### config.mk
export PLATFORM = sky130hd
export DESIGN_NAME = mdsr_status_bank
export DESIGN_NICKNAME = d
export VERILOG_FILES = /design/src/rtl/mdsr_status_bank.v
export VERILOG_INCLUDE_DIRS = /design/src /design/src/rtl
export SDC_FILE = /design/constraint.sdc
export NUM_CORES = 1
export LEC_CHECK = 0
export BUFFER_PORTS_ARGS = -buffer_cell sky130_fd_sc_hd__buf_4
export CAP_MARGIN = 15
export CORE_MARGIN = 5
export CORE_UTILIZATION = 55
export CTS_CLUSTER_DIAMETER = 30
export DETAILED_ROUTE_END_ITERATION = 8
export HOLD_SLACK_MARGIN = 0.1
export PLACE_DENSITY = 0.71
export SLEW_MARGIN = 20
export SYNTH_ARGS = -nofsm -noshare
export SYNTH_HDL_FRONTEND = slang
export SYNTH_SLANG_ARGS = --single-unit
### constraint.sdc
create_clock -name clk_i -period 3.4 [get_ports clk_i]
set_input_delay 0.34 -clock clk_i [delete_from_list [all_inputs] [get_ports clk_i]]
set_output_delay 0.34 -clock clk_i [all_outputs]
set_load 0.01 [all_outputs]
### src/rtl/mdsr_regs.vh
// Offsets, field positions, reset values and timing counts of the
// motor driver status register bank.
// Assumes inclusion by its bare name from the design file only.
`ifndef MDSR_REGS_VH
`define MDSR_REGS_VH

// ****************************************
// Register offsets (serial address field)
// ****************************************
`define MDSR_ADDR_SUMMARY 6'h00
`define MDSR_ADDR_DIAG1 6'h01
`define MDSR_ADDR_DIAG2 6'h02
`define MDSR_ADDR_CTRL4 6'h06

// ****************************************
// Summary register fields
// ****************************************
`define MDSR_SUM_FAULT 7
`define MDSR_SUM_SPI_ERR 6
`define MDSR_SUM_SUPPLY 5
`define MDSR_SUM_PUMP 4
`define MDSR_SUM_OCP 3
`define MDSR_SUM_STALL 2
`define MDSR_SUM_THERMAL 1
`define MDSR_SUM_OPEN 0

// ****************************************
// Second diagnostic register fields
// ****************************************
`define MDSR_D2_COLD 7
`define MDSR_D2_HOT_WARN 6
`define MDSR_D2_HOT_SHUT 5
`define MDSR_D2_STALL 3
`define MDSR_D2_OPEN_B 1
`define MDSR_D2_OPEN_A 0

// Clear-faults bit in the fourth control register
`define MDSR_CLEAR_BIT 7

// ****************************************
// Frame layout and reset values
// ****************************************
`define MDSR_FRAME_BITS 5'd16
`define MDSR_HALF_BITS 5'd8
`define MDSR_RW_BIT 14
`define MDSR_STATUS_RESET 8'h00

// ****************************************
// Timing
// ****************************************
`define MDSR_CLK_MHZ 50
`define MDSR_SCLK_ABSENT_NS 10000

`endif

### src/rtl/mdsr_status_bank.v
// Status register bank of a stepper motor driver with its serial port.
// Assumes fault conditions and serial pins arrive asynchronously; the
// serial clock is slow enough (>= 4 system clocks per phase) to sample.
//
// Operation
// Three read-only status registers, writes ignored
// Host leaves unlisted offsets untouched
// Summary bit 7 is inverse of error pin
// Summary bit 6 flags serial protocol errors
// Protocol error drives the error pin low
// Clear needs request and condition gone
// Summary bit 5 reports supply lockout
// Summary bit 4 reports pump undervoltage
// Summary bit 3 reports overcurrent
// Summary bit 2 reports motor stall
// Summary bit 1 ORs three thermal flags
// Summary bit 0 reports open load
// Diag bits 7..4 second bridge overcurrent
// Diag bits 3..0 first bridge overcurrent
// Next diag register holds thermal flags
// Overcurrent summary ORs eight; reset zero
`timescale 1ns/1ps
`include "mdsr_regs.vh"
`default_nettype none

module mdsr_status_bank (
    input wire clk_i,
    input wire srst_i,
    input wire sclk_i,
    input wire chip_select_n_i,
    input wire sdi_i,
    input wire low_power_pin_n_i,
    input wire supply_low_lockout_i,
    input wire pump_undervoltage_i,
    input wire stall_flag_i,
    input wire hot_warning_i,
    input wire cold_warning_i,
    input wire hot_shutdown_i,
    input wire open_load_a_i,
    input wire open_load_b_i,
    input wire b_low2_overcurrent_i,
    input wire b_high2_overcurrent_i,
    input wire b_low1_overcurrent_i,
    input wire b_high1_overcurrent_i,
    input wire a_low2_overcurrent_i,
    input wire a_high2_overcurrent_i,
    input wire a_low1_overcurrent_i,
    input wire a_high1_overcurrent_i,
    output wire sdo_o,
    output wire sdo_oe_o,
    output wire error_pin_n_o
);

    // ****************************************
    // Constants
    // ****************************************
    // Cycles without a serial clock edge before a held select is an error
    localparam integer ABSENT_CYC_INT =
        (`MDSR_SCLK_ABSENT_NS * `MDSR_CLK_MHZ) / 1000;
    localparam [15:0] ABSENT_CYC = ABSENT_CYC_INT[15:0];

    // Read data for one address; unlisted offsets read zero
    function [7:0] read_mux;
        input [5:0] addr;
        input [7:0] sum;
        input [7:0] d1;
        input [7:0] d2;
        begin
            case (addr)
                `MDSR_ADDR_SUMMARY: read_mux = sum;
                `MDSR_ADDR_DIAG1: read_mux = d1;
                `MDSR_ADDR_DIAG2: read_mux = d2;
                default: read_mux = 8'h00;
            endcase
        end
    endfunction

    // ****************************************
    // Input synchronisers
    // ****************************************
    wire [19:0] async_in; // All pins from outside this clock domain
    reg [19:0] meta_reg; // First stage, read only by second stage
    reg [19:0] sync_reg; // Second stage, safe to use

    assign async_in = {sclk_i, chip_select_n_i, sdi_i, low_power_pin_n_i,
                       supply_low_lockout_i, pump_undervoltage_i, stall_flag_i,
                       hot_warning_i, cold_warning_i, hot_shutdown_i,
                       open_load_a_i, open_load_b_i,
                       b_low2_overcurrent_i, b_high2_overcurrent_i,
                       b_low1_overcurrent_i, b_high1_overcurrent_i,
                       a_low2_overcurrent_i, a_high2_overcurrent_i,
                       a_low1_overcurrent_i, a_high1_overcurrent_i};

    // Two flops per pin; reset value is the idle level of each pin
    always @(posedge clk_i) begin
        if (srst_i) begin
            meta_reg <= 20'h50000;
            sync_reg <= 20'h50000;
        end else begin
            meta_reg <= async_in;
            sync_reg <= meta_reg;
        end
    end

    wire sclk_s = sync_reg[19]; // Synchronised serial clock
    wire csn_s = sync_reg[18]; // Synchronised select, active low
    wire sdi_s = sync_reg[17]; // Synchronised serial data in
    wire sleep_n_s = sync_reg[16]; // Synchronised low-power pin
    wire [7:0] cond_s = sync_reg[15:8]; // Summary-level conditions
    wire [7:0] ocp_s = sync_reg[7:0]; // Per-transistor overcurrent

    // ****************************************
    // Edge detection
    // ****************************************
    reg sclk_d_reg; // Previous serial clock level
    reg csn_d_reg; // Previous select level
    reg sleep_d_reg; // Previous low-power pin level

    // Delay flops on synchronised signals only
    always @(posedge clk_i) begin
        if (srst_i) begin
            sclk_d_reg <= 1'b0;
            csn_d_reg <= 1'b1;
            sleep_d_reg <= 1'b1;
        end else begin
            sclk_d_reg <= sclk_s;
            csn_d_reg <= csn_s;
            sleep_d_reg <= sleep_n_s;
        end
    end

    wire sclk_rise = sclk_s & ~sclk_d_reg; // Sample point
    wire sclk_fall = ~sclk_s & sclk_d_reg; // Launch point
    wire cs_fall = ~csn_s & csn_d_reg; // Frame start
    wire cs_rise = csn_s & ~csn_d_reg; // Frame end
    wire sleep_pulse = sleep_n_s & ~sleep_d_reg; // Wake after reset pulse

    // ****************************************
    // Latched status flags
    // ****************************************
    reg supply_reg; // Supply lockout latch
    reg pump_reg; // Charge pump undervoltage latch
    reg stall_reg; // Stall latch
    reg hot_warn_reg; // Overtemperature warning latch
    reg cold_reg; // Undertemperature warning latch
    reg hot_shut_reg; // Overtemperature shutdown latch
    reg open_a_reg; // Open load on first bridge
    reg open_b_reg; // Open load on second bridge
    reg [7:0] ocp_reg; // Per-transistor overcurrent latches
    reg spi_err_reg; // Serial protocol error latch
    reg error_pin_n_reg; // Error pin, low while any fault is held
    reg clear_req_reg; // One-cycle clear-faults request

    wire spi_err_set; // Protocol error event
    wire [7:0] summary; // Summary register read value
    wire [7:0] diag1; // Diagnostic register 1 read value
    wire [7:0] diag2; // Diagnostic register 2 read value
    wire any_fault; // Any latched flag

    // Flags are sticky; a set in the clear cycle wins, and a flag
    // whose condition still stands simply stays set
    always @(posedge clk_i) begin
        if (srst_i) begin
            supply_reg <= 1'b0;
            pump_reg <= 1'b0;
            stall_reg <= 1'b0;
            hot_warn_reg <= 1'b0;
            cold_reg <= 1'b0;
            hot_shut_reg <= 1'b0;
            open_a_reg <= 1'b0;
            open_b_reg <= 1'b0;
            ocp_reg <= `MDSR_STATUS_RESET;
            spi_err_reg <= 1'b0;
        end else begin
            supply_reg <= cond_s[7] | (supply_reg & ~clear_req_reg);
            pump_reg <= cond_s[6] | (pump_reg & ~clear_req_reg);
            stall_reg <= cond_s[5] | (stall_reg & ~clear_req_reg);
            hot_warn_reg <= cond_s[4] | (hot_warn_reg & ~clear_req_reg);
            cold_reg <= cond_s[3] | (cold_reg & ~clear_req_reg);
            hot_shut_reg <= cond_s[2] | (hot_shut_reg & ~clear_req_reg);
            open_a_reg <= cond_s[1] | (open_a_reg & ~clear_req_reg);
            open_b_reg <= cond_s[0] | (open_b_reg & ~clear_req_reg);
            ocp_reg <= ocp_s | (ocp_reg & {8{~clear_req_reg}});
            spi_err_reg <= spi_err_set | (spi_err_reg & ~clear_req_reg);
        end
    end

    // Error pin tracks held faults, protocol error included
    assign any_fault = supply_reg | pump_reg | stall_reg | hot_warn_reg |
                       cold_reg | hot_shut_reg | open_a_reg | open_b_reg |
                       (|ocp_reg) | spi_err_reg;

    always @(posedge clk_i) begin
        if (srst_i) begin
            error_pin_n_reg <= 1'b1;
        end else begin
            error_pin_n_reg <= ~any_fault;
        end
    end

    // Bit 7 read from the pin flop itself, so both always agree
    assign summary = {~error_pin_n_reg,
                      spi_err_reg,
                      supply_reg,
                      pump_reg,
                      |ocp_reg,
                      stall_reg,
                      hot_warn_reg | cold_reg | hot_shut_reg,
                      open_a_reg | open_b_reg};
    assign diag1 = ocp_reg;
    assign diag2 = {cold_reg, hot_warn_reg, hot_shut_reg, 1'b0,
                    stall_reg, 1'b0, open_b_reg, open_a_reg};

    // ****************************************
    // Serial port
    // ****************************************
    // Frame: 16 bits MSB first, sampled on rising, launched on falling.
    // In: bit 15 zero, bit 14 one for read, bits 13:8 address, 7:0 data.
    // Out: summary byte, then the addressed register.
    reg [4:0] bit_cnt_reg; // Rising edges seen, saturating
    reg [15:0] rx_reg; // Received bits
    reg [7:0] tx_reg; // Bits still to send
    reg sdo_reg; // Serial data out
    reg sdo_oe_reg; // Drive enable, high inside a frame
    reg [15:0] idle_cnt_reg; // Cycles since the last clock edge
    reg timeout_hit_reg; // Absent-clock error already raised this frame

    wire [15:0] rx_next = {rx_reg[14:0], sdi_s}; // Shift in one bit
    wire frame_ok = (bit_cnt_reg == `MDSR_FRAME_BITS); // Exact length
    wire is_read = rx_reg[`MDSR_RW_BIT]; // Read or write command
    wire [5:0] rx_addr = rx_reg[13:8]; // Addressed register at frame end
    // Mid-frame only eight bits are in, so the address sits low
    wire [5:0] hdr_addr = rx_reg[5:0]; // Addressed register after 8 bits
    wire [7:0] rd_data = read_mux(hdr_addr, summary, diag1, diag2);
    wire timeout = ~csn_s & ~timeout_hit_reg & (idle_cnt_reg >= ABSENT_CYC);

    // Too many or too few clocks, or a held select with no clock
    assign spi_err_set = (cs_rise & ~frame_ok) | timeout;

    // Shifting and framing
    always @(posedge clk_i) begin
        if (srst_i) begin
            bit_cnt_reg <= 5'd0;
            rx_reg <= 16'h0000;
            tx_reg <= 8'h00;
            sdo_reg <= 1'b0;
            sdo_oe_reg <= 1'b0;
        end else if (cs_fall) begin
            // First bit stands as soon as the frame opens
            bit_cnt_reg <= 5'd0;
            sdo_reg <= summary[7];
            tx_reg <= {summary[6:0], 1'b0};
            sdo_oe_reg <= 1'b1;
        end else if (csn_s) begin
            // Release the line between frames
            sdo_oe_reg <= 1'b0;
            sdo_reg <= 1'b0;
        end else if (sclk_rise) begin
            rx_reg <= rx_next;
            if (bit_cnt_reg != 5'd31) begin
                bit_cnt_reg <= bit_cnt_reg + 5'd1;
            end
        end else if (sclk_fall) begin
            if (bit_cnt_reg == `MDSR_HALF_BITS) begin
                // Address is complete; send the addressed register
                sdo_reg <= rd_data[7];
                tx_reg <= {rd_data[6:0], 1'b0};
            end else begin
                sdo_reg <= tx_reg[7];
                tx_reg <= {tx_reg[6:0], 1'b0};
            end
        end
    end

    // Absent-clock watchdog, raised once per frame
    always @(posedge clk_i) begin
        if (srst_i) begin
            idle_cnt_reg <= 16'h0000;
            timeout_hit_reg <= 1'b0;
        end else if (csn_s | sclk_rise | sclk_fall) begin
            idle_cnt_reg <= 16'h0000;
            if (csn_s) begin
                timeout_hit_reg <= 1'b0;
            end
        end else begin
            if (idle_cnt_reg != 16'hffff) begin
                idle_cnt_reg <= idle_cnt_reg + 16'h0001;
            end
            if (timeout) begin
                timeout_hit_reg <= 1'b1;
            end
        end
    end

    // Clear request from a good write of the clear bit or a wake pulse.
    // Writes to the status offsets fall through and change nothing.
    always @(posedge clk_i) begin
        if (srst_i) begin
            clear_req_reg <= 1'b0;
        end else begin
            clear_req_reg <= sleep_pulse |
                (cs_rise & frame_ok & ~is_read & ~timeout_hit_reg &
                 (rx_addr == `MDSR_ADDR_CTRL4) &
                 rx_reg[`MDSR_CLEAR_BIT]);
        end
    end

    assign sdo_o = sdo_reg;
    assign sdo_oe_o = sdo_oe_reg;
    assign error_pin_n_o = error_pin_n_reg;

endmodule

`default_nettype wire

==> impl_metrics.py, run 1 <==
metrics = {
    "global_routing": {
        "grt_use_total": 0.178,
        "grt_pass1_vias": 2775,
        "grt_max_degree": 52,
        "grt_first_pass_wirelength_mm": 13.0,
        "grt_antenna_before_repair": 0,
        "overflow": 0,
    },
    "drt": {
        "drt-pass1-iter-count": 4,
        "via_per_inst": 5.37,
        "drt-total-wl_mm": 7.42,
        "drc": 0,
        "drtIter0Drc": 180,
        "ant_nets": 0,
        "wl_per_cell_um": 13.0,
        "num_vias": 3062,
    },
    "clock_tree": {
        "post-cts-setup-buffers": 0,
        "ctsHoldBuffers": 0,
        "h-tree-depth": 3,
        "clkLatencyLatePin_ps": 370,
        "cts_root_buf": "clkbuf_8",
        "cts_made_buffers": 9,
        "clock_sinks": 108,
        "cts_tree": "done",
        "clock_path_buffers": 2,
        "clk_pin_slew_ps": 110,
        "cts_resized": 0,
    },
    "run_status": {
        "status": "finished clean",
    },
    "worst_hold_path": {
        "hp-class": "input port to register",
    },
    "critical_path": {
        "crit_type": "register to register",
        "critPathMaxFanout": 5,
        "endpoint_kind": "register",
        "critical-path-top-cell-by-count": "ha_1",
        "path_cells": "ha_1 -> and3_1 -> ha_1 -> nor3_1 -> nand4_1 -> xor2_1 -> nor2_1",
        "required_ps": 3670,
        "crit_slowest_cell": "nor3_1",
        "critPathLaunchType": "register",
        "max_stage_delay_ps": 580,
        "arrival_ps": 2370,
    },
    "yosys": {
        "syn_inst": 455,
        "synth.distinct_cells": 47,
        "synth_largest_area_cell": "dfxtp_1",
        "syn-mean-instance-area_um2": 9.05,
        "synth_edf_count": 0,
        "synth_most_common_cell": "dfxtp_1",
        "synth_seq_cells": 108,
        "netlist_area_um2": 4120,
        "synth_nets": 482,
        "synth.area.top_cells": "dfxtp_1 53%, nor2b_1 6.1%, a21oi_1 5.8%, nand2_1 4.6%, nor2_1 4.6%",
        "yosysTopAreaCellShare": 0.525,
        "synth_async_sr_flop_share": 0,
        "seq_area_frac_synth": 0.525,
        "synth_ff_type": "dfxtp_1",
        "ys_top_cells_by_count": "108 x dfxtp_1, 50 x nand2_1, 50 x nor2_1",
        "yosysWarningCount": 0,
    },
    "timing": {
        "fin_crit_sh": 0.617,
        "post-route-worst-setup-slack_ps": 1300,
        "setup_tns_ps": 0,
        "rsz0062_at_grt": "false",
        "fin_skew_ps": 9.07,
        "finalSetupViolCount": 0,
        "whs_ps": 148,
        "period_needed_ps": 2100,
        "finalHoldViolations": 0,
        "slew_headroom": 0.478,
        "max_freq_ghz": 0.477,
        "tightest_slew_ps": 781,
        "drv_slew": 0,
    },
    "placement": {
        "hpwl_mm": 5.01,
        "gp_congestion": 0.767,
        "dp.cells": 554,
        "pre_cts_slack_ps": 1330,
        "port_buffers": 24,
    },
    "die": {
        "fp.dieArea_um2": 9320,
        "start_util": 0.568,
        "die-width_um": 96.5,
        "num_rows": 31,
        "fp.dieH_um": 96.5,
        "core_um2": 7250,
        "ios": 25,
    },
    "final_layout": {
        "drive_gt1_frac": 0.110,
        "diodes": 0,
        "nets": 493,
        "syn2layout_area_growth_pct": 9.39,
        "finalNonFillerCells": 570,
    },
    "pwr": {
        "power_leakage_nw": 1.62,
        "powerDensity_nw_per_um2": 487,
        "ir_drop_mv": 0.391,
        "power_mw": 2.19,
    },
    "job": {
        "cap_violations": 0,
    },
}
-- final cells by class --
cell class	instances	area, um^2
clock inverters	7	85.1
fillers	660	2750
well taps	99	124
multi-input cells	311	1780
inverters	10	37.5
repair buffers	26	195
flip-flops and latches	108	2160
clock buffers	9	124
-- routing by layer --
layer / vias to the layer above / GRT usage / share of wire
li1: 1569 / - / -
met1: 1408 / 0.255 / 0.51
met2: 75 / 0.257 / 0.43
met3: 10 / 0.0480 / 0.049
met4: 0 / 0.0643 / 0.016
met5: - / 0 / 0
-- where the power goes --
part           leakage [nW]  switching, mW  internal [mW]  total, mW
Sequential            0.882         0.0225           1.30       1.32
Clock                 0.100          0.475          0.293      0.769
Combinational         0.639         0.0491         0.0516      0.101
-- logic make-up (layout without fill, tap and decap cells) --
kind of cell,count (synthesis),in the layout,share of synthesized area
XOR/XNOR,12,12,0.0255
multiplexers,8,8,0.0194
flip-flops,108,108,0.525
buffers and inverters,36,52,0.0434
AO/OA/AOI/OAI,83,83,0.122
AND/OR/NAND/NOR,203,203,0.249
adder cells (fa/ha/maj),5,5,0.0152
-- placed cells by master (no fill, tap or decap), types with 3 or more instances in the layout --
cell type  instances
a211oi_1           4
a21oi_1           48
a221o_1            3
a221oi_1           4
a31oi_1            4
and3_1             5
buf_4             26
clkbuf_8           9
clkinv_8           3
dfxtp_1          108
ha_1               5
inv_1              9
mux2i_1            8
nand2_1           50
nand2b_1           6
nand3_1           12
nand4_1            7
nor2_1            50
nor2b_1           40
nor3_1             9
nor4_1             4
o21ai_0            8
o2bb2ai_1          3
or2_2              6
or4_1              4
xnor2_1            7
xor2_1             5
-- critical path, delay by kind of cell, from the launching register on --
family,cells,cell delay [ps]
adders and majority gates,2,410
DFF,1,370
and+or+nand+nor,4,1030
xor gates and xnor gates,1,190
-- metrics by stage --
stage	util	cell area, um^2
global placement	0.592	4300
detailed placement	0.592	4300
global route	0.621	4500
finish	0.621	4500
CTS	0.621	4500
floorplan	-	4120
-- final timing paths --
kind	from	to	cells after the start	slack [ps]
worst min-delay path	chip_select_n_i	meta_reg[18]$_SDFF_PP1_	2	150
worst min register to register	meta_reg[16]$_SDFF_PP1_	sync_reg[16]$_SDFF_PP1_	1	420
worst max register to register	bit_cnt_reg[0]$_SDFFE_PP0P_	bit_cnt_reg[3]$_SDFFE_PP0P_	7	1300
worst max-delay path	bit_cnt_reg[0]$_SDFFE_PP0P_	bit_cnt_reg[3]$_SDFFE_PP0P_	7	1300
No activity file was read; power rests on OpenSTA's default activity.
==> inputs of run 2 (changes only) <==
--- a/config.mk
+++ b/config.mk
@@ -9,11 +9,11 @@
 export BUFFER_PORTS_ARGS = -buffer_cell sky130_fd_sc_hd__buf_4
 export CAP_MARGIN = 15
 export CORE_MARGIN = 5
-export CORE_UTILIZATION = 55
+export CORE_UTILIZATION = 54
 export CTS_CLUSTER_DIAMETER = 30
 export DETAILED_ROUTE_END_ITERATION = 8
 export HOLD_SLACK_MARGIN = 0.1
-export PLACE_DENSITY = 0.71
+export PLACE_DENSITY = 0.73
 export SLEW_MARGIN = 20
 export SYNTH_ARGS = -nofsm -noshare
 export SYNTH_HDL_FRONTEND = slang
==> constraint.sdc (replaced) <==
create_clock -name clk_i -period 1.88 [get_ports clk_i]
set_input_delay 0.188 -clock clk_i [delete_from_list [all_inputs] [get_ports clk_i]]
set_output_delay 0.188 -clock clk_i [all_outputs]
set_load 0.01 [all_outputs]
==> run 2 against run 1 <==
  * Core utilization is 4.4 points higher
  * Wire length increased by 8.0%
  * Largest cell class unchanged
  * Power increased by 89%
  * First-iteration DRC count decreased by 9.4%
  * Register-to-register slack lost 1300 ps
  * Cell area is 8.2% higher
  * Final cell count rose by 6.1%
==> impl_metrics.py, run 2 (synthesized netlist as in run 1, its figures left out) <==
metrics = {
    "run_status": {
        "status": "finished clean",
    },
    "timing": {
        "slew_headroom": 0.647,
        "fin_crit_sh": 0.978,
        "max_freq_ghz": 0.544,
        "fin_skew_ps": 6.42,
        "finalHoldViolations": 0,
        "whs_ps": 237,
        "finalSetupViolCount": 0,
        "drv_slew": 0,
        "tightest_slew_ps": 529,
        "period_needed_ps": 1840,
        "rsz0062_at_grt": "true",
    },
    "clock_tree": {
        "cts_tree": "done",
        "clk_pin_slew_ps": 110,
        "post-cts-setup-buffers": 0,
        "clock_sinks": 108,
        "cts_root_buf": "clkbuf_8",
        "clock_path_buffers": 2,
        "h-tree-depth": 3,
        "clkLatencyLatePin_ps": 370,
        "cts_made_buffers": 9,
    },
    "global_routing": {
        "grt_antenna_before_repair": 0,
        "grt_first_pass_wirelength_mm": 13.9,
        "overflow": 0,
        "grt_max_degree": 56,
        "grt_use_total": 0.176,
        "grt_pass1_vias": 3052,
    },
    "critical_path": {
        "arrival_ps": 2150,
        "endpoint_kind": "register",
        "critPathLaunchType": "register",
        "critPathMaxFanout": 3,
        "required_ps": 2190,
        "crit_type": "register to register",
    },
    "die": {
        "fp.dieArea_um2": 9470,
        "start_util": 0.562,
        "core_um2": 7330,
        "num_rows": 31,
        "fp.dieH_um": 97.3,
        "die-width_um": 97.3,
        "ios": 25,
    },
    "pwr": {
        "powerDensity_nw_per_um2": 849,
        "power_leakage_nw": 1.79,
        "ir_drop_mv": 0.669,
    },
    "drt": {
        "drt-pass1-iter-count": 4,
        "drtIter0Drc": 163,
        "drc": 0,
        "wl_per_cell_um": 13.2,
        "ant_nets": 0,
        "drt-total-wl_mm": 8.01,
        "num_vias": 3175,
        "via_per_inst": 5.25,
    },
    "placement": {
        "hpwl_mm": 5.41,
        "gp_congestion": 0.914,
        "port_buffers": 24,
        "dp.cells": 569,
    },
    "final_layout": {
        "final_cell_mix": "107 x dfxtp_1, 50 x nand2_1, 49 x nor2_1",
        "finalNonFillerCells": 605,
        "fillers": 576,
        "nets": 528,
        "diodes": 0,
        "drive_gt1_frac": 0.144,
        "syn2layout_area_growth_pct": 18.3,
        "layout_commonest_cell": "dfxtp_1",
    },
    "job": {
        "cap_violations": 0,
    },
    "worst_hold_path": {
        "hp-class": "input port to register",
    },
}
## run 2: per-layer routing
layer  vias to the layer above  wire [um]  track usage
met5                         -          0            0
met4                         0         57       0.0458
met3                         4        343       0.0481
met2                        69       3710        0.277
met1                      1467       3910        0.239
li1                       1635          -            -
## run 2: repair_timing
action | 4_1_cts | 5_1_grt
endpoints found under the setup margin | 0 | 2
endpoints found under the hold margin | 20 | 0
hold buffers | 20 | 0
gates resized for setup | 0 | 7
## run 2: worst paths after layout
check	depth (start not counted)	end	start	slack (ps)
setup / recovery	5	tx_reg[3]$_SDFFE_PP0P_	rx_reg[2]$_SDFFE_PP0P_	40
hold / removal	4	csn_d_reg$_SDFF_PP1_	srst_i	240
setup reg to reg	5	tx_reg[3]$_SDFFE_PP0P_	rx_reg[2]$_SDFFE_PP0P_	40
hold reg to reg	1	sync_reg[16]$_SDFF_PP1_	meta_reg[16]$_SDFF_PP1_	430
## run 2: stage by stage
step            util  setup WS [ps]  TNS (ps)  power, mW  area (um^2)
6_report       0.665           41.9         0       4.14         4870
5_1_grt        0.665          -32.5     -32.7       4.32         4870
4_1_cts        0.659           62.8         0       4.19         4830
3_5_place_dp   0.601           96.1         0       2.64         4410
3_3_place_gp   0.601            114         0       2.63         4410
2_1_floorplan      -           57.4         0       2.56         4120
## run 2: area by class of cell
| cell class | instances | area (um^2) | area share |
|---|---|---|---|
| timing repair buffer | 61 | 508 | 0.104 |
| tap | 99 | 124 | 0.0254 |
| clock inverter | 7 | 103 | 0.0211 |
| clock buffer | 9 | 124 | 0.0254 |
| inverter | 10 | 37.5 | 0.00770 |
| multi-input combinational | 311 | 1810 | 0.372 |
| sequential | 108 | 2160 | 0.444 |
## run 2: power by group
group / switching (mW) / internal [mW] / total (mW) / leakage [nW]
sequential: 0.0394 / 2.35 / 2.39 / 0.883
combinational: 0.107 / 0.126 / 0.233 / 0.798
clock: 0.846 / 0.666 / 1.51 / 0.114
total: 0.992 / 3.15 / 4.14 / 1.79
## run 2: critical path: stages, from the launching register on
cell and delay [ps]:
dfxtp_2 340, or4_4 560, or4_1 490, a221oi_1 250, a21oi_1 60, nor2_1 80
